===== src/hw/ctd_pkg.sv =====
// Opcodes, field codes and cycle counts for the control-transfer decoder
package ctd_pkg;
	// =========================================================
	// Opcodes
	localparam logic [7:0] OP_JMP_SHORT = 8'heb;
	localparam logic [7:0] OP_JMP_NEAR = 8'he9;
	localparam logic [7:0] OP_JMP_FAR = 8'hea;
	localparam logic [7:0] OP_GROUP_FF = 8'hff;
	localparam logic [7:0] OP_RET_NEAR = 8'hc3;
	localparam logic [7:0] OP_RET_NEAR_IMM = 8'hc2;
	localparam logic [7:0] OP_RET_FAR = 8'hcb;
	localparam logic [7:0] OP_RET_FAR_IMM = 8'hca;
	localparam logic [3:0] OP_JCC_HIGH = 4'h7;
	localparam logic [7:0] OP_JUMP_IF_COUNT_ZERO = 8'he3;
	localparam logic [7:0] OP_LOOP = 8'he2;
	localparam logic [7:0] OP_LOOPZ = 8'he1;
	localparam logic [7:0] OP_LOOPNZ = 8'he0;
	localparam logic [7:0] OP_ENTER = 8'hc8;
	localparam logic [7:0] OP_LEAVE = 8'hc9;
	localparam logic [7:0] OP_INT = 8'hcd;
	localparam logic [7:0] OP_INT3 = 8'hcc;
	localparam logic [7:0] OP_INTERRUPT_ON_OVERFLOW = 8'hce;
	localparam logic [7:0] OP_INTERRUPT_RETURN = 8'hcf;
	localparam logic [7:0] OP_BOUND = 8'h62;
	localparam logic [7:0] OP_CLC = 8'hf8;
	localparam logic [7:0] OP_CMC = 8'hf5;
	localparam logic [7:0] OP_STC = 8'hf9;
	localparam logic [7:0] OP_CLD = 8'hfc;
	localparam logic [7:0] OP_STD = 8'hfd;
	localparam logic [7:0] OP_CLI = 8'hfa;
	localparam logic [7:0] OP_STI = 8'hfb;
	localparam logic [7:0] OP_HLT = 8'hf4;
	localparam logic [7:0] OP_WAIT = 8'h9b;
	localparam logic [7:0] OP_LOCK = 8'hf0;
	localparam logic [7:0] OP_NOP = 8'h90;
	// =========================================================
	// Mod-reg-r/m fields and the breakpoint vector
	localparam logic [2:0] REG_JMP_IND = 3'h4;
	localparam logic [2:0] REG_JMP_FAR_IND = 3'h5;
	localparam logic [1:0] MOD_REGISTER = 2'h3;
	localparam logic [1:0] MOD_DISP8 = 2'h1;
	localparam logic [1:0] MOD_DISP16 = 2'h2;
	localparam logic [2:0] RM_DIRECT = 3'h6;
	localparam logic [7:0] VEC_BREAK = 8'h03;
	// =========================================================
	// Cycle counts
	localparam logic [15:0] CYC_JMP = 16'h000e;
	localparam logic [15:0] CYC_JMP_IND_REG = 16'h000b;
	localparam logic [15:0] CYC_JMP_IND_MEM = 16'h0015;
	localparam logic [15:0] CYC_JMP_FAR_IND = 16'h0022;
	localparam logic [15:0] CYC_RET_NEAR = 16'h0014;
	localparam logic [15:0] CYC_RET_NEAR_IMM = 16'h0016;
	localparam logic [15:0] CYC_RET_FAR = 16'h001e;
	localparam logic [15:0] CYC_RET_FAR_IMM = 16'h0021;
	localparam logic [15:0] CYC_JCC_NT = 16'h0004;
	localparam logic [15:0] CYC_JCC_T = 16'h000d;
	localparam logic [15:0] CYC_JUMP_IF_COUNT_ZERO_NT = 16'h0005;
	localparam logic [15:0] CYC_JUMP_IF_COUNT_ZERO_T = 16'h000f;
	localparam logic [15:0] CYC_LOOP_NT = 16'h0006;
	localparam logic [15:0] CYC_LOOP_T = 16'h0010;
	localparam logic [15:0] CYC_ENTER_L0 = 16'h0013;
	localparam logic [15:0] CYC_ENTER_L1 = 16'h001d;
	localparam logic [15:0] CYC_ENTER_BASE = 16'h001c;
	localparam logic [15:0] CYC_ENTER_STEP = 16'h0014;
	localparam logic [15:0] CYC_LEAVE = 16'h0008;
	localparam logic [15:0] CYC_INT = 16'h002f;
	localparam logic [15:0] CYC_INT3 = 16'h002d;
	localparam logic [15:0] CYC_INTERRUPT_ON_OVERFLOW_T = 16'h0030;
	localparam logic [15:0] CYC_INTERRUPT_ON_OVERFLOW_NT = 16'h0004;
	localparam logic [15:0] CYC_INTERRUPT_RETURN = 16'h001c;
	localparam logic [15:0] CYC_BOUND_OK = 16'h0021;
	localparam logic [15:0] CYC_BOUND_TRAP = 16'h0023;
	localparam logic [15:0] CYC_SHORT_OP = 16'h0002;
	localparam logic [15:0] CYC_WAIT = 16'h0006;
	localparam logic [15:0] CYC_NOP = 16'h0003;
	localparam logic [15:0] CYC_WORD_XFER = 16'h0004;
	// Address computation cost, already inside the figures above
	localparam logic [15:0] CYC_EA = 16'h0004;
endpackage


===== src/hw/ctd_decoder.sv =====
// Control-transfer and processor-control instruction decoder
`timescale 1ns/10ps
`default_nettype none
module ctd_decoder #(
	parameter logic [7:0] OVERFLOW_VECTOR = 8'h04,
	parameter logic [7:0] BOUND_VECTOR = 8'h05
) (
	// Clock and reset
	input wire logic clk,
	input wire logic rst,
	// Instruction byte stream
	input wire logic byte_valid,
	input wire logic [7:0] byte_data,
	output logic byte_ready,
	// Architectural state from the execution unit
	input wire logic [15:0] next_ip,
	input wire logic [15:0] count_register,
	input wire logic [15:0] operand_value,
	input wire logic flag_carry,
	input wire logic flag_zero,
	input wire logic flag_sign,
	input wire logic flag_overflow,
	input wire logic flag_parity,
	input wire logic word_operand,
	input wire logic bound_fail,
	input wire logic irq_pending,
	input wire logic test_n,
	// Completion and transfer results
	output logic instr_done,
	output logic illegal_op,
	output logic branch_taken,
	output logic far_transfer,
	output logic [15:0] target_ip,
	output logic [15:0] target_cs,
	// Count register update
	output logic count_write,
	output logic [15:0] count_next,
	// Stack and frame operations
	output logic return_pop,
	output logic [15:0] stack_release,
	output logic frame_enter,
	output logic frame_leave,
	output logic [15:0] frame_size,
	output logic [7:0] nest_level,
	// Interrupts and flags
	output logic int_request,
	output logic int_return,
	output logic [7:0] int_vector,
	output logic carry_load,
	output logic carry_value,
	output logic direction_flag,
	output logic irq_enable,
	// Bus lock and halt
	output logic lock,
	output logic halted
);
	// =========================================================
	// State
	typedef enum logic [5:0] {
		S_OPCODE = 6'b000001,
		S_OPERAND = 6'b000010,
		S_EVAL = 6'b000100,
		S_STALL = 6'b001000,
		S_EXEC = 6'b010000,
		S_HALT = 6'b100000
	} ctd_state_t;

	ctd_state_t state;
	logic [7:0] opcode;
	logic [7:0] opnd [4];
	logic [1:0] idx;
	logic [2:0] need;
	logic [15:0] cnt;
	logic take;
	logic [15:0] cycles;
	logic [2:0] base_need;
	logic [2:0] disp_need;
	logic [1:0] xfers;
	logic cond;
	logic last_byte;
	logic finish;
	logic take_q;
	logic [15:0] tgt_q;

	wire [1:0] md = opnd[0][7:6];
	wire [2:0] rg = opnd[0][5:3];
	wire [7:0] lvl = opnd[2];
	wire [15:0] rel8 = {{8{opnd[0][7]}}, opnd[0]};
	wire is_jcc = opcode[7:4] == ctd_pkg::OP_JCC_HIGH;
	wire is_loop = opcode == ctd_pkg::OP_LOOP ||
		opcode == ctd_pkg::OP_LOOPZ || opcode == ctd_pkg::OP_LOOPNZ;
	wire is_ind = opcode == ctd_pkg::OP_GROUP_FF &&
		(rg == ctd_pkg::REG_JMP_IND || rg == ctd_pkg::REG_JMP_FAR_IND);

	assign byte_ready = state == S_OPCODE || state == S_OPERAND;
	assign halted = state == S_HALT;
	assign finish = state == S_EXEC && cnt == 16'h0001;

	// =========================================================
	// Operand byte counts
	always_comb
	begin
		base_need = 3'h0;
		if (byte_data[7:4] == ctd_pkg::OP_JCC_HIGH)
			base_need = 3'h1;
		unique case (byte_data)
			ctd_pkg::OP_JMP_SHORT, ctd_pkg::OP_JUMP_IF_COUNT_ZERO, ctd_pkg::OP_LOOP,
			ctd_pkg::OP_LOOPZ, ctd_pkg::OP_LOOPNZ, ctd_pkg::OP_INT:
				base_need = 3'h1;
			ctd_pkg::OP_JMP_NEAR, ctd_pkg::OP_RET_NEAR_IMM,
			ctd_pkg::OP_RET_FAR_IMM:
				base_need = 3'h2;
			ctd_pkg::OP_JMP_FAR: base_need = 3'h4;
			ctd_pkg::OP_ENTER: base_need = 3'h3;
			ctd_pkg::OP_GROUP_FF, ctd_pkg::OP_BOUND:
				base_need = 3'h1;
			default: ;
		endcase
	end

	// Displacement bytes trailing a mod-reg-r/m byte
	always_comb
	begin
		disp_need = 3'h0;
		if (byte_data[7:6] == ctd_pkg::MOD_DISP8)
			disp_need = 3'h1;
		else if (byte_data[7:6] == ctd_pkg::MOD_DISP16)
			disp_need = 3'h2;
		else if (byte_data[7:6] == 2'h0 &&
			byte_data[2:0] == ctd_pkg::RM_DIRECT)
			disp_need = 3'h2;
	end

	assign last_byte = state == S_OPERAND && byte_valid &&
		need == 3'h1 &&
		!(idx == 2'h0 && (opcode == ctd_pkg::OP_GROUP_FF ||
		opcode == ctd_pkg::OP_BOUND) && disp_need != 3'h0);

	// =========================================================
	// Branch condition, sampled at evaluation
	always_comb
	begin
		cond = 1'b0;
		if (is_jcc)
		begin
			unique case (opcode[3:1])
				3'h0: cond = flag_overflow;
				3'h1: cond = flag_carry;
				3'h2: cond = flag_zero;
				3'h3: cond = flag_carry | flag_zero;
				3'h4: cond = flag_sign;
				3'h5: cond = flag_parity;
				3'h6: cond = flag_sign ^ flag_overflow;
				3'h7: cond = (flag_sign ^ flag_overflow) | flag_zero;
			endcase
			cond = cond ^ opcode[0];
		end
		else if (opcode == ctd_pkg::OP_JUMP_IF_COUNT_ZERO)
			cond = count_register == 16'h0000;
		else if (is_loop)
			cond = count_register != 16'h0001 &&
				(opcode == ctd_pkg::OP_LOOP ||
				(opcode == ctd_pkg::OP_LOOPZ) == flag_zero);
		else if (opcode == ctd_pkg::OP_INTERRUPT_ON_OVERFLOW)
			cond = flag_overflow;
		else if (opcode == ctd_pkg::OP_BOUND)
			cond = bound_fail;
	end

	// =========================================================
	// Cycle counts
	always_comb
	begin
		take = cond;
		xfers = 2'h0;
		cycles = ctd_pkg::CYC_SHORT_OP;
		if (is_jcc)
			cycles = cond ? ctd_pkg::CYC_JCC_T : ctd_pkg::CYC_JCC_NT;
		else if (is_loop)
			cycles = cond ? ctd_pkg::CYC_LOOP_T : ctd_pkg::CYC_LOOP_NT;
		unique case (opcode)
			ctd_pkg::OP_JMP_SHORT, ctd_pkg::OP_JMP_NEAR,
			ctd_pkg::OP_JMP_FAR:
			begin
				cycles = ctd_pkg::CYC_JMP;
				take = 1'b1;
			end
			ctd_pkg::OP_GROUP_FF:
			begin
				take = is_ind;
				if (rg == ctd_pkg::REG_JMP_FAR_IND)
					cycles = ctd_pkg::CYC_JMP_FAR_IND;
				else if (md == ctd_pkg::MOD_REGISTER)
					cycles = ctd_pkg::CYC_JMP_IND_REG;
				else
				begin
					cycles = ctd_pkg::CYC_JMP_IND_MEM;
					xfers = 2'h1;
				end
			end
			ctd_pkg::OP_RET_NEAR: cycles = ctd_pkg::CYC_RET_NEAR;
			ctd_pkg::OP_RET_NEAR_IMM: cycles = ctd_pkg::CYC_RET_NEAR_IMM;
			ctd_pkg::OP_RET_FAR: cycles = ctd_pkg::CYC_RET_FAR;
			ctd_pkg::OP_RET_FAR_IMM: cycles = ctd_pkg::CYC_RET_FAR_IMM;
			ctd_pkg::OP_JUMP_IF_COUNT_ZERO:
				cycles = cond ? ctd_pkg::CYC_JUMP_IF_COUNT_ZERO_T : ctd_pkg::CYC_JUMP_IF_COUNT_ZERO_NT;
			ctd_pkg::OP_ENTER:
				if (lvl == 8'h00)
					cycles = ctd_pkg::CYC_ENTER_L0;
				else if (lvl == 8'h01)
					cycles = ctd_pkg::CYC_ENTER_L1;
				else
					cycles = 16'(ctd_pkg::CYC_ENTER_BASE +
						ctd_pkg::CYC_ENTER_STEP * ({8'h00, lvl} - 16'h0001));
			ctd_pkg::OP_LEAVE: cycles = ctd_pkg::CYC_LEAVE;
			ctd_pkg::OP_INT: cycles = ctd_pkg::CYC_INT;
			ctd_pkg::OP_INT3: cycles = ctd_pkg::CYC_INT3;
			ctd_pkg::OP_INTERRUPT_ON_OVERFLOW:
				cycles = cond ? ctd_pkg::CYC_INTERRUPT_ON_OVERFLOW_T : ctd_pkg::CYC_INTERRUPT_ON_OVERFLOW_NT;
			ctd_pkg::OP_INTERRUPT_RETURN: cycles = ctd_pkg::CYC_INTERRUPT_RETURN;
			ctd_pkg::OP_BOUND:
			begin
				cycles = cond ? ctd_pkg::CYC_BOUND_TRAP :
					ctd_pkg::CYC_BOUND_OK;
				xfers = 2'h2;
			end
			ctd_pkg::OP_WAIT: cycles = ctd_pkg::CYC_WAIT;
			ctd_pkg::OP_NOP: cycles = ctd_pkg::CYC_NOP;
			default: ;
		endcase
		if (word_operand)
			cycles = 16'(cycles + ctd_pkg::CYC_WORD_XFER * {14'h0, xfers});
	end

	// =========================================================
	// Sequencer
	always_ff @(posedge clk or posedge rst)
	begin
		if (rst)
		begin
			state <= S_OPCODE;
			opcode <= 8'h00;
			idx <= 2'h0;
			need <= 3'h0;
			cnt <= 16'h0000;
		end
		else
		begin
			unique case (state)
				S_OPCODE:
					if (byte_valid)
					begin
						opcode <= byte_data;
						idx <= 2'h0;
						need <= base_need;
						state <= base_need == 3'h0 ? S_EVAL : S_OPERAND;
					end
				S_OPERAND:
					if (byte_valid)
					begin
						if (idx != 2'h3)
							idx <= idx + 2'h1;
						if (idx == 2'h0 && is_modrm_q(opcode))
							need <= 3'(need - 3'h1 + disp_need);
						else
							need <= need - 3'h1;
						if (last_byte)
							state <= S_EVAL;
					end
				S_EVAL:
					if (opcode == ctd_pkg::OP_WAIT && test_n)
						state <= S_STALL;
					else
					begin
						cnt <= cycles - 16'h0001;
						state <= S_EXEC;
					end
				S_STALL:
					if (!test_n)
						state <= S_EVAL;
				S_EXEC:
					if (finish)
						state <= opcode == ctd_pkg::OP_HLT ? S_HALT : S_OPCODE;
					else
						cnt <= cnt - 16'h0001;
				S_HALT:
					if (irq_pending)
						state <= S_OPCODE;
			endcase
		end
	end

	function automatic logic is_modrm_q(input logic [7:0] op);
		return op == ctd_pkg::OP_GROUP_FF || op == ctd_pkg::OP_BOUND;
	endfunction

	// Operand capture; later displacement bytes fold into the last slot
	always_ff @(posedge clk or posedge rst)
	begin
		if (rst)
			opnd <= '{default: 8'h00};
		else if (state == S_OPERAND && byte_valid)
			opnd[idx] <= byte_data;
	end

	// =========================================================
	// Decision and target, latched at evaluation
	always_ff @(posedge clk or posedge rst)
	begin
		if (rst)
		begin
			take_q <= 1'b0;
			tgt_q <= 16'h0000;
		end
		else if (state == S_EVAL)
		begin
			take_q <= take;
			if (opcode == ctd_pkg::OP_JMP_NEAR)
				tgt_q <= next_ip + {opnd[1], opnd[0]};
			else if (opcode == ctd_pkg::OP_JMP_FAR)
				tgt_q <= {opnd[1], opnd[0]};
			else if (opcode == ctd_pkg::OP_GROUP_FF)
				tgt_q <= operand_value;
			else
				tgt_q <= next_ip + rel8;
		end
	end

	// =========================================================
	// Results after the last execution cycle; strobes pulse for one cycle, values such as target_ip hold
	always_ff @(posedge clk or posedge rst)
	begin
		if (rst)
		begin
			instr_done <= 1'b0;
			illegal_op <= 1'b0;
			branch_taken <= 1'b0;
			far_transfer <= 1'b0;
			target_ip <= 16'h0000;
			target_cs <= 16'h0000;
			count_write <= 1'b0;
			count_next <= 16'h0000;
			return_pop <= 1'b0;
			stack_release <= 16'h0000;
			frame_enter <= 1'b0;
			frame_leave <= 1'b0;
			frame_size <= 16'h0000;
			nest_level <= 8'h00;
			int_request <= 1'b0;
			int_return <= 1'b0;
			int_vector <= 8'h00;
			carry_load <= 1'b0;
			carry_value <= 1'b0;
		end
		else
		begin
			instr_done <= finish;
			illegal_op <= finish && !known(opcode) ||
				finish && opcode == ctd_pkg::OP_GROUP_FF && !is_ind;
			branch_taken <= finish && take_q &&
				(is_jcc || is_loop || opcode == ctd_pkg::OP_JUMP_IF_COUNT_ZERO ||
				opcode == ctd_pkg::OP_JMP_SHORT ||
				opcode == ctd_pkg::OP_JMP_NEAR ||
				opcode == ctd_pkg::OP_JMP_FAR || is_ind);
			far_transfer <= finish && (opcode == ctd_pkg::OP_JMP_FAR ||
				opcode == ctd_pkg::OP_RET_FAR ||
				opcode == ctd_pkg::OP_RET_FAR_IMM ||
				(is_ind && rg == ctd_pkg::REG_JMP_FAR_IND));
			if (finish && take_q)
				target_ip <= tgt_q;
			if (finish && opcode == ctd_pkg::OP_JMP_FAR)
				target_cs <= {opnd[3], opnd[2]};
			// count decremented by every loop form
			count_write <= finish && is_loop;
			if (finish && is_loop)
				count_next <= count_register - 16'h0001;
			return_pop <= finish && (opcode[7:4] == 4'hc &&
				opcode[2:1] == 2'h1);
			if (finish)
				stack_release <= opcode[0] ? 16'h0000 : {opnd[1], opnd[0]};
			frame_enter <= finish && opcode == ctd_pkg::OP_ENTER;
			frame_leave <= finish && opcode == ctd_pkg::OP_LEAVE;
			if (finish && opcode == ctd_pkg::OP_ENTER)
			begin
				frame_size <= {opnd[1], opnd[0]};
				nest_level <= lvl;
			end
			int_request <= finish && (opcode == ctd_pkg::OP_INT ||
				opcode == ctd_pkg::OP_INT3 || (take_q &&
				(opcode == ctd_pkg::OP_INTERRUPT_ON_OVERFLOW || opcode == ctd_pkg::OP_BOUND)));
			if (finish)
				int_vector <= opcode == ctd_pkg::OP_INT ? opnd[0] :
					opcode == ctd_pkg::OP_INTERRUPT_ON_OVERFLOW ? OVERFLOW_VECTOR :
					opcode == ctd_pkg::OP_BOUND ? BOUND_VECTOR :
					ctd_pkg::VEC_BREAK;
			int_return <= finish && opcode == ctd_pkg::OP_INTERRUPT_RETURN;
			carry_load <= finish && (opcode == ctd_pkg::OP_CLC ||
				opcode == ctd_pkg::OP_CMC || opcode == ctd_pkg::OP_STC);
			if (finish)
				carry_value <= opcode == ctd_pkg::OP_STC ||
					(opcode == ctd_pkg::OP_CMC && !flag_carry);
		end
	end

	function automatic logic known(input logic [7:0] op);
		return op[7:4] == ctd_pkg::OP_JCC_HIGH || op == ctd_pkg::OP_GROUP_FF ||
			op == ctd_pkg::OP_JMP_SHORT || op == ctd_pkg::OP_JMP_NEAR ||
			op == ctd_pkg::OP_JMP_FAR || (op[7:4] == 4'hc && op[3:1] != 3'h2
			&& op[3:1] != 3'h0) || op == ctd_pkg::OP_ENTER ||
			op == ctd_pkg::OP_LEAVE || op[7:2] == 6'h38 ||
			op == ctd_pkg::OP_BOUND || op == ctd_pkg::OP_CLC ||
			op == ctd_pkg::OP_CMC || op == ctd_pkg::OP_STC ||
			op == ctd_pkg::OP_CLD || op == ctd_pkg::OP_STD ||
			op == ctd_pkg::OP_CLI || op == ctd_pkg::OP_STI ||
			op == ctd_pkg::OP_HLT || op == ctd_pkg::OP_WAIT ||
			op == ctd_pkg::OP_LOCK || op == ctd_pkg::OP_NOP;
	endfunction

	// =========================================================
	// Owned flags and bus lock
	always_ff @(posedge clk or posedge rst)
	begin
		if (rst)
		begin
			direction_flag <= 1'b0;
			irq_enable <= 1'b0;
		end
		else if (finish)
		begin
			if (opcode == ctd_pkg::OP_CLD || opcode == ctd_pkg::OP_STD)
				direction_flag <= opcode[0];
			if (opcode == ctd_pkg::OP_CLI || opcode == ctd_pkg::OP_STI)
				irq_enable <= opcode[0];
		end
	end

	always_ff @(posedge clk or posedge rst)
	begin
		if (rst)
			lock <= 1'b0;
		// held until the next instruction completes
		else if (finish)
			lock <= opcode == ctd_pkg::OP_LOCK;
	end
endmodule // ctd_decoder
`default_nettype wire


===== config.mk =====
export PLATFORM = sky130hd
export DESIGN_NAME = ctd_decoder
export DESIGN_NICKNAME = d
export VERILOG_FILES = /design/src/hw/ctd_pkg.sv /design/src/hw/ctd_decoder.sv
export SDC_FILE = /design/constraint.sdc
export NUM_CORES = 1
export LEC_CHECK = 0
export ABC_AREA = 0
export ABC_CLOCK_PERIOD_IN_PS = 9800
export BUFFER_PORTS_ARGS = -buffer_cell sky130_fd_sc_hd__buf_2
export CAP_MARGIN = 25
export CORE_ASPECT_RATIO = 1.4
export CORE_UTILIZATION = 43
export CTS_CLUSTER_DIAMETER = 40
export DETAILED_ROUTE_END_ITERATION = 12
export MAX_ROUTING_LAYER = met4
export PLACE_DENSITY = 0.6
export SYNTH_ARGS = -nofsm -noshare
export SYNTH_HDL_FRONTEND = slang
export SYNTH_SLANG_ARGS = --single-unit

===== constraint.sdc =====
create_clock -name clk -period 9.8 [get_ports clk]
set_clock_uncertainty 0.2 [all_clocks]
set_input_delay 0.98 -clock clk [delete_from_list [all_inputs] [get_ports clk]]
set_output_delay 0.98 -clock clk [all_outputs]
set_load 0.02 [all_outputs]

==> metrics, run 1 <==
Initial Util 44.1%; HP Class flop to flop; post-synthesis sequential area ratio 38.7%; Avg Cell Area, Syn 9.24 um^2; Die H 205 um; Via-to-Cell Ratio 5.85; Post-synth EDFFs 0; share of post-route cells with drive strength above 1 23.2%; Slew headroom 37.2%; DRC 0; total negative slack 0 ns; clk root buf clkbuf_16; CTS tree done; Synth Register Bits 195; Ant. Diodes 0; CP startpoint kind flop; synth warn 0; Worst-Skew Late Latency 0.46 ns; total number of vias 11.1k; pin count of the biggest net entering global routing 128; Area contributors post-synth dfrtp_1, mux2_2, ha_1; Period minus WS final 5.69 ns; Clock Path Buffers 2; CP max-delay cell dfrtp_1; worst stage delay on the critical path 0.96 ns; layout net count 1637; WP buf/inv 1; 1st-iter DRT viols 688; initial antenna violation count 0; H-tree depth 4; CP arrival 5.86 ns; syn_nets 1492; post-synth cell types 97; crit path kind flop to flop; Async S/R FF share, synth 100%; critical path cell sequence or2b_2, nor3_1, or4_4, nor3_4, mux2i_1, ha_1, inv_1, fa_1, nor2b_1, o21ai_0, or4b_1, a21boi_1, o2111a_1, xnor2_1, a221oi_2; CTS Buf Count 17; most frequent cells after synthesis dfrtp_1, nand2_1, o21ai_0, mux2_2, nor2_1; post-synth top area share 38.5%; Avg WL per Cell 19.7 um; Yosys top cell by area dfrtp_1; vias in the first global route 10.9k; top_reg_cell synth dfrtp_1; Total Wirelength 37300 um; P&R area growth vs syn 14.4%; post-route antenna net violation count 0; status finished clean; I/O Buffers 180; Initial DRT Pass Iterations 6; Setup violations, final 0; All-Layer GR Usage 26.0%; num rows 73; gr ovfl total 0; RSZ-0062 raised after global routing no; CTS sink cnt 195; crit-path max FO 28; post-layout util 50.4%; Mapped Cells 1364; FILL cells 2723; cts-stage hold buffer count 0; buffer count from post-CTS setup fixing 0; fin crit share 58.1%; Multi-input gate area 7290 um^2; clk slew on worst S/H paths 0.09 ns; global-route wire length before repair 58900 um; kind of end point of the critical path flop; max-slew violation count 0; IO Count 181; post-cts repair resize count 0; maxcap violations 0; Worst-Margin Slew 0.930 ns; mapped cell area 12600 um^2; total area of sequential cells 4880 um^2; Die X 147 um; Final Hold Fails 0; fmax 176 MHz; gp weighted congestion 1.01; Critical Path RT 9.97 ns; Core Area 28600 um^2; DIE AREA 30000 um^2; CP delay by family, top simple AND/OR/NAND/NOR gates; most common cell in the synthesized netlist dfrtp_1; dpl hpwl 28100 um
## per-layer routing
| layer | global-route usage (%) | wire (um) | vias up |
|---|---|---|---|
| li1 | - | - | 5268 |
| met1 | 29.2 | 15000 | 5449 |
| met2 | 45.9 | 19600 | 314 |
| met3 | 3.79 | 1490 | 74 |
| met4 | 11.3 | 1220 | 0 |
| met5 | - | 0 | - |
## cells in the final DEF (no fill, tap or decap), drive strengths merged, types with 13 or more instances in the layout
| cell | Yosys | routed |
|---|---|---|
| nor3 | 50 | 50 |
| nand2b | 16 | 16 |
| o21ai | 111 | 111 |
| xor2 | 31 | 31 |
| a21oi | 57 | 57 |
| xnor2 | 44 | 44 |
| o31ai | 13 | 13 |
| ha | 56 | 56 |
| a21o | 14 | 14 |
| nor4 | 22 | 22 |
| nand3 | 43 | 43 |
| inv | 47 | 53 |
| o211ai | 19 | 19 |
| buf | 12 | 190 |
| a31oi | 13 | 13 |
| or3 | 14 | 14 |
| mux2 | 94 | 94 |
| clkbuf | 52 | 17 |
| nand2 | 162 | 162 |
| nand4 | 17 | 17 |
| nor2 | 84 | 84 |
| dfrtp | 194 | 194 |
## kinds of logic after synthesis
| kind of cell | share of synthesized area [%] |
|---|---|
| flip-flops | 38.7 |
| AO/OA/AOI/OAI | 16.4 |
| AND/OR/NAND/NOR | 20.5 |
| XOR/XNOR | 5.21 |
| adder cells (fa/ha/maj) | 6.19 |
| multiplexers | 9.44 |
| buffers and inverters | 3.50 |
## worst paths after layout
| kind | start | end | slack [ns] | depth (start not counted) |
|---|---|---|---|---|
| max in group asynchronous | rst | nest_level[2]$_DFFE_PP0P_ | 7.43 | 3 |
| min in group asynchronous | rst | instr_done$_DFF_PP0_ | 0.51 | 2 |
| worst max-delay path | opcode[3]$_DFFE_PP0P_ | cnt[12]$_DFFE_PP0P_ | 4.11 | 15 |
| worst min-delay path | int_vector[6]$_DFFE_PP0P_ | int_vector[6]$_DFFE_PP0P_ | 0.27 | 2 |
| worst min register to register | int_vector[6]$_DFFE_PP0P_ | int_vector[6]$_DFFE_PP0P_ | 0.27 | 2 |
| worst max register to register | opcode[3]$_DFFE_PP0P_ | cnt[12]$_DFFE_PP0P_ | 4.11 | 15 |
## through the flow
stage                     hold slack [ns]  std cells  area, um^2  worst slack (ns)
after floorplan                     0.244       1364       12600              3.31
after global placement              0.252       1864       13800              4.33
after detailed placement            0.255       1864       13800              4.17
after CTS                           0.273       1896       14400              4.17
after global routing                0.296       1897       14400              3.72
final                               0.269       1897       14400              4.11
## flip-flops by register name (all words and copies together) (netlist names), 2 cells and up
signal         count
cnt               16
count_next        16
frame_size        16
idx                2
int_vector         8
lvl                8
md                 2
need               3
nest_level         8
opcode             8
opnd              22
stack_release     16
state              6
target_cs         16
target_ip         16
tgt_q             16
## worst min-delay path: stages, from the launching register on
cell and delay, ns:
dfrtp_1 0.35, nand2_1 0.05, nand2_1 0.05
## area by class of cell
| class | instances | share of cell area (%) |
|---|---|---|
| Multi-Input combinational cell | 1058 | 50.5 |
| Sequential cell | 195 | 33.9 |
| Timing Repair Buffer | 190 | 6.82 |
| Tap cell | 375 | 3.25 |
| Clock buffer | 17 | 2.95 |
| Clock inverter | 15 | 1.30 |
| Inverter | 47 | 1.28 |
Power of run 1 is left out: the tool's default activity adds up to more than one toggle a clock period on the data nets, which glitch-free logic cannot reach.
==> run 2, diff against run 1 <==
--- a/config.mk
+++ b/config.mk
@@ -6,7 +6,7 @@
 export NUM_CORES = 1
 export LEC_CHECK = 0
 export ABC_AREA = 0
-export ABC_CLOCK_PERIOD_IN_PS = 9800
+export ABC_CLOCK_PERIOD_IN_PS = 4700
 export BUFFER_PORTS_ARGS = -buffer_cell sky130_fd_sc_hd__buf_2
 export CAP_MARGIN = 25
 export CORE_ASPECT_RATIO = 1.4
@@ -14,7 +14,7 @@
 export CTS_CLUSTER_DIAMETER = 40
 export DETAILED_ROUTE_END_ITERATION = 12
 export MAX_ROUTING_LAYER = met4
-export PLACE_DENSITY = 0.6
+export PLACE_DENSITY = 0.62
 export SYNTH_ARGS = -nofsm -noshare
 export SYNTH_HDL_FRONTEND = slang
 export SYNTH_SLANG_ARGS = --single-unit
==> constraint.sdc (replaced) <==
create_clock -name clk -period 4.7 [get_ports clk]
set_clock_uncertainty 0.2 [all_clocks]
set_input_delay 0.47 -clock clk [delete_from_list [all_inputs] [get_ports clk]]
set_output_delay 0.47 -clock clk [all_outputs]
set_load 0.02 [all_outputs]
==> run 2 against run 1 <==
  * Register-to-register slack worse by 3.9 ns
  * Global-route usage about the same
  * Sequential cell count unchanged
  * Hold slack worse by 0.20 ns
  * Highest routed layer unchanged
==> metrics, run 2 (synthesized netlist as in run 1, its figures left out) <==
dpl hpwl 28300 um (was 28100 um); worst r2r src opcode[7]$_DFFE_PP0P_ (was opcode[3]$_DFFE_PP0P_); CTS sink cnt 195 (unchanged); dpl ws 0.0112 ns (was 4.17 ns); clk slew on worst S/H paths 0.08 ns (was 0.09 ns); CP arrival 4.68 ns (was 5.86 ns); RSZ-0062 raised after global routing yes (was no); HP Class input port to flop (was flop to flop); Reg with most FFs opnd (unchanged); fmax 222 MHz (was 176 MHz); Clock Path Buffers 2 (unchanged); Worst Slack Setup Final 0.201 ns (was 4.11 ns); Avg WL per Cell 19.1 um (was 19.7 um); num rows 73 (unchanged); Total Wirelength 37600 um (was 37300 um); Via-to-Cell Ratio 5.77 (was 5.85); commonest cells after routing, fill and taps aside dfrtp_1, buf_2, nand2_1, o21ai_0, mux2_2 (unchanged); Worst-Margin Slew 1.01 ns (was 0.930 ns); Setup violations, final 0 (unchanged); initial antenna violation count 0 (unchanged); maxcap violations 0 (unchanged); Die H 205 um (unchanged); clk root buf clkbuf_16 (unchanged); crit path kind flop to flop (unchanged); 1st-iter DRT viols 663 (was 688); CTS tree done (unchanged); Ant. Diodes 0 (unchanged); Period minus WS final 4.50 ns (was 5.69 ns); Worst setup endpoint cnt[14]$_DFFE_PP0P_ (was cnt[12]$_DFFE_PP0P_); Initial DRT Pass Iterations 5 (was 6); All-Layer GR Usage 26.1% (was 26.0%); crit-path max FO 16 (was 28); H-tree depth 4 (unchanged); P&R area growth vs syn 20.2% (was 14.4%); post-route antenna net violation count 0 (unchanged); I/O Buffers 180 (unchanged); max FFs per register 22 (unchanged); share of post-route cells with drive strength above 1 29.5% (was 23.2%); CP Launch Point opcode[7]$_DFFE_PP0P_ (was opcode[3]$_DFFE_PP0P_); R2R cell count 17 (was 15); gp weighted congestion 0.912 (was 1.01); total number of vias 11.4k (was 11.1k); max-slew violation count 0 (unchanged); worst reg-to-reg setup slack 0.20 ns (was 4.11 ns); DIE AREA 30000 um^2 (unchanged); pin count of the biggest net entering global routing 104 (was 128); status finished clean (unchanged); vias in the first global route 11.3k (was 10.9k); Slew headroom 32.8% (was 37.2%); Core Area 28600 um^2 (unchanged); Worst R2R End cnt[14]$_DFFE_PP0P_ (was cnt[12]$_DFFE_PP0P_); layout net count 1712 (was 1637); CTS Buf Count 17 (unchanged); most common cell after layout, fill and taps aside dfrtp_1 (unchanged); CP startpoint kind flop (unchanged); Critical Path RT 4.88 ns (was 9.97 ns); DRC 0 (unchanged); Initial Util 44.1% (unchanged); IO Count 181 (unchanged); Worst-Skew Late Latency 0.46 ns (about the same); gr ovfl total 0 (unchanged); Die X 147 um (unchanged); fin crit share 95.7% (was 58.1%); Final Hold Fails 0 (unchanged); global-route wire length before repair 59100 um (was 58900 um); kind of end point of the critical path flop (unchanged)
[run 2: worst min path at each step]
stage                                          start                          to  slack, ns  cells after the start
after floorplan                  opnd[3]$_DFFE_PP0P_         opnd[3]$_DFFE_PP0P_       0.24                      2
after global placement     count_next[6]$_DFFE_PP0P_   count_next[6]$_DFFE_PP0P_       0.26                      2
after detailed placement  count_next[12]$_DFFE_PP0P_  count_next[12]$_DFFE_PP0P_       0.27                      2
after CTS                                irq_pending        state[5]$_DFFE_PP0P_       0.04                      2
after global routing                     irq_pending        state[5]$_DFFE_PP0P_       0.05                      2
final                                    irq_pending        state[5]$_DFFE_PP0P_       0.07                      2
[run 2: what timing repair did]
item	4_1_cts	5_1_grt
buffers inserted	0	11
hold buffers	1	0
endpoints found under the setup margin	3	6
pin swaps	0	13
endpoints found under the hold margin	33	0
resized for setup	1	58
[run 2: critical path, cell delays in order (launching register included)]
cell and delay, ns:
dfrtp_1 0.40, buf_4 0.19, or2b_2 0.20, nor3_1 0.06, or4_4 0.58, nor3_4 0.21
mux2i_1 0.26, ha_2 0.22, inv_1 0.05, fa_1 0.37, nor2b_1 0.12, buf_4 0.15
nand4_1 0.16, or2_4 0.32, o31ai_1 0.19, nand4_1 0.16, or3_4 0.40, o211ai_1 0.18
[run 2: area by class of cell]
type | instances | area (um^2)
inverters | 47 | 180
flip-flops and latches | 195 | 4890
multi-input cells | 1058 | 7520
clock buffers | 18 | 439
clock inverters | 11 | 95.1
repair buffers | 265 | 1550
fillers | 2668 | 13400
well taps | 375 | 469
[run 2: per-layer routing]
layer | wire length, um | vias up | GRT usage, % | share of wire, %
met2 | 19600 | 331 | 45.9 | 52
li1 | - | 5421 | - | -
met4 | 1230 | 0 | 11.2 | 3.3
met5 | 0 | - | - | 0
met3 | 1690 | 78 | 4.48 | 4.5
met1 | 15000 | 5528 | 28.9 | 40
[run 2: stage by stage]
stage / std cells / area [um^2] / util (%) / hold WS, ns / TNS [ns]
CTS: 1958 / 14800 / 51.9 / 0.0361 / 0
finish: 1969 / 15100 / 53.0 / 0.0662 / 0
detailed placement: 1928 / 14300 / 49.9 / 0.266 / 0
floorplan: 1364 / 12600 / - / 0.244 / 0
global route: 1969 / 15100 / 53.0 / 0.0486 / -0.0501
global placement: 1928 / 14300 / 49.9 / 0.256 / 0
Power of run 2 is left out for the same reason.
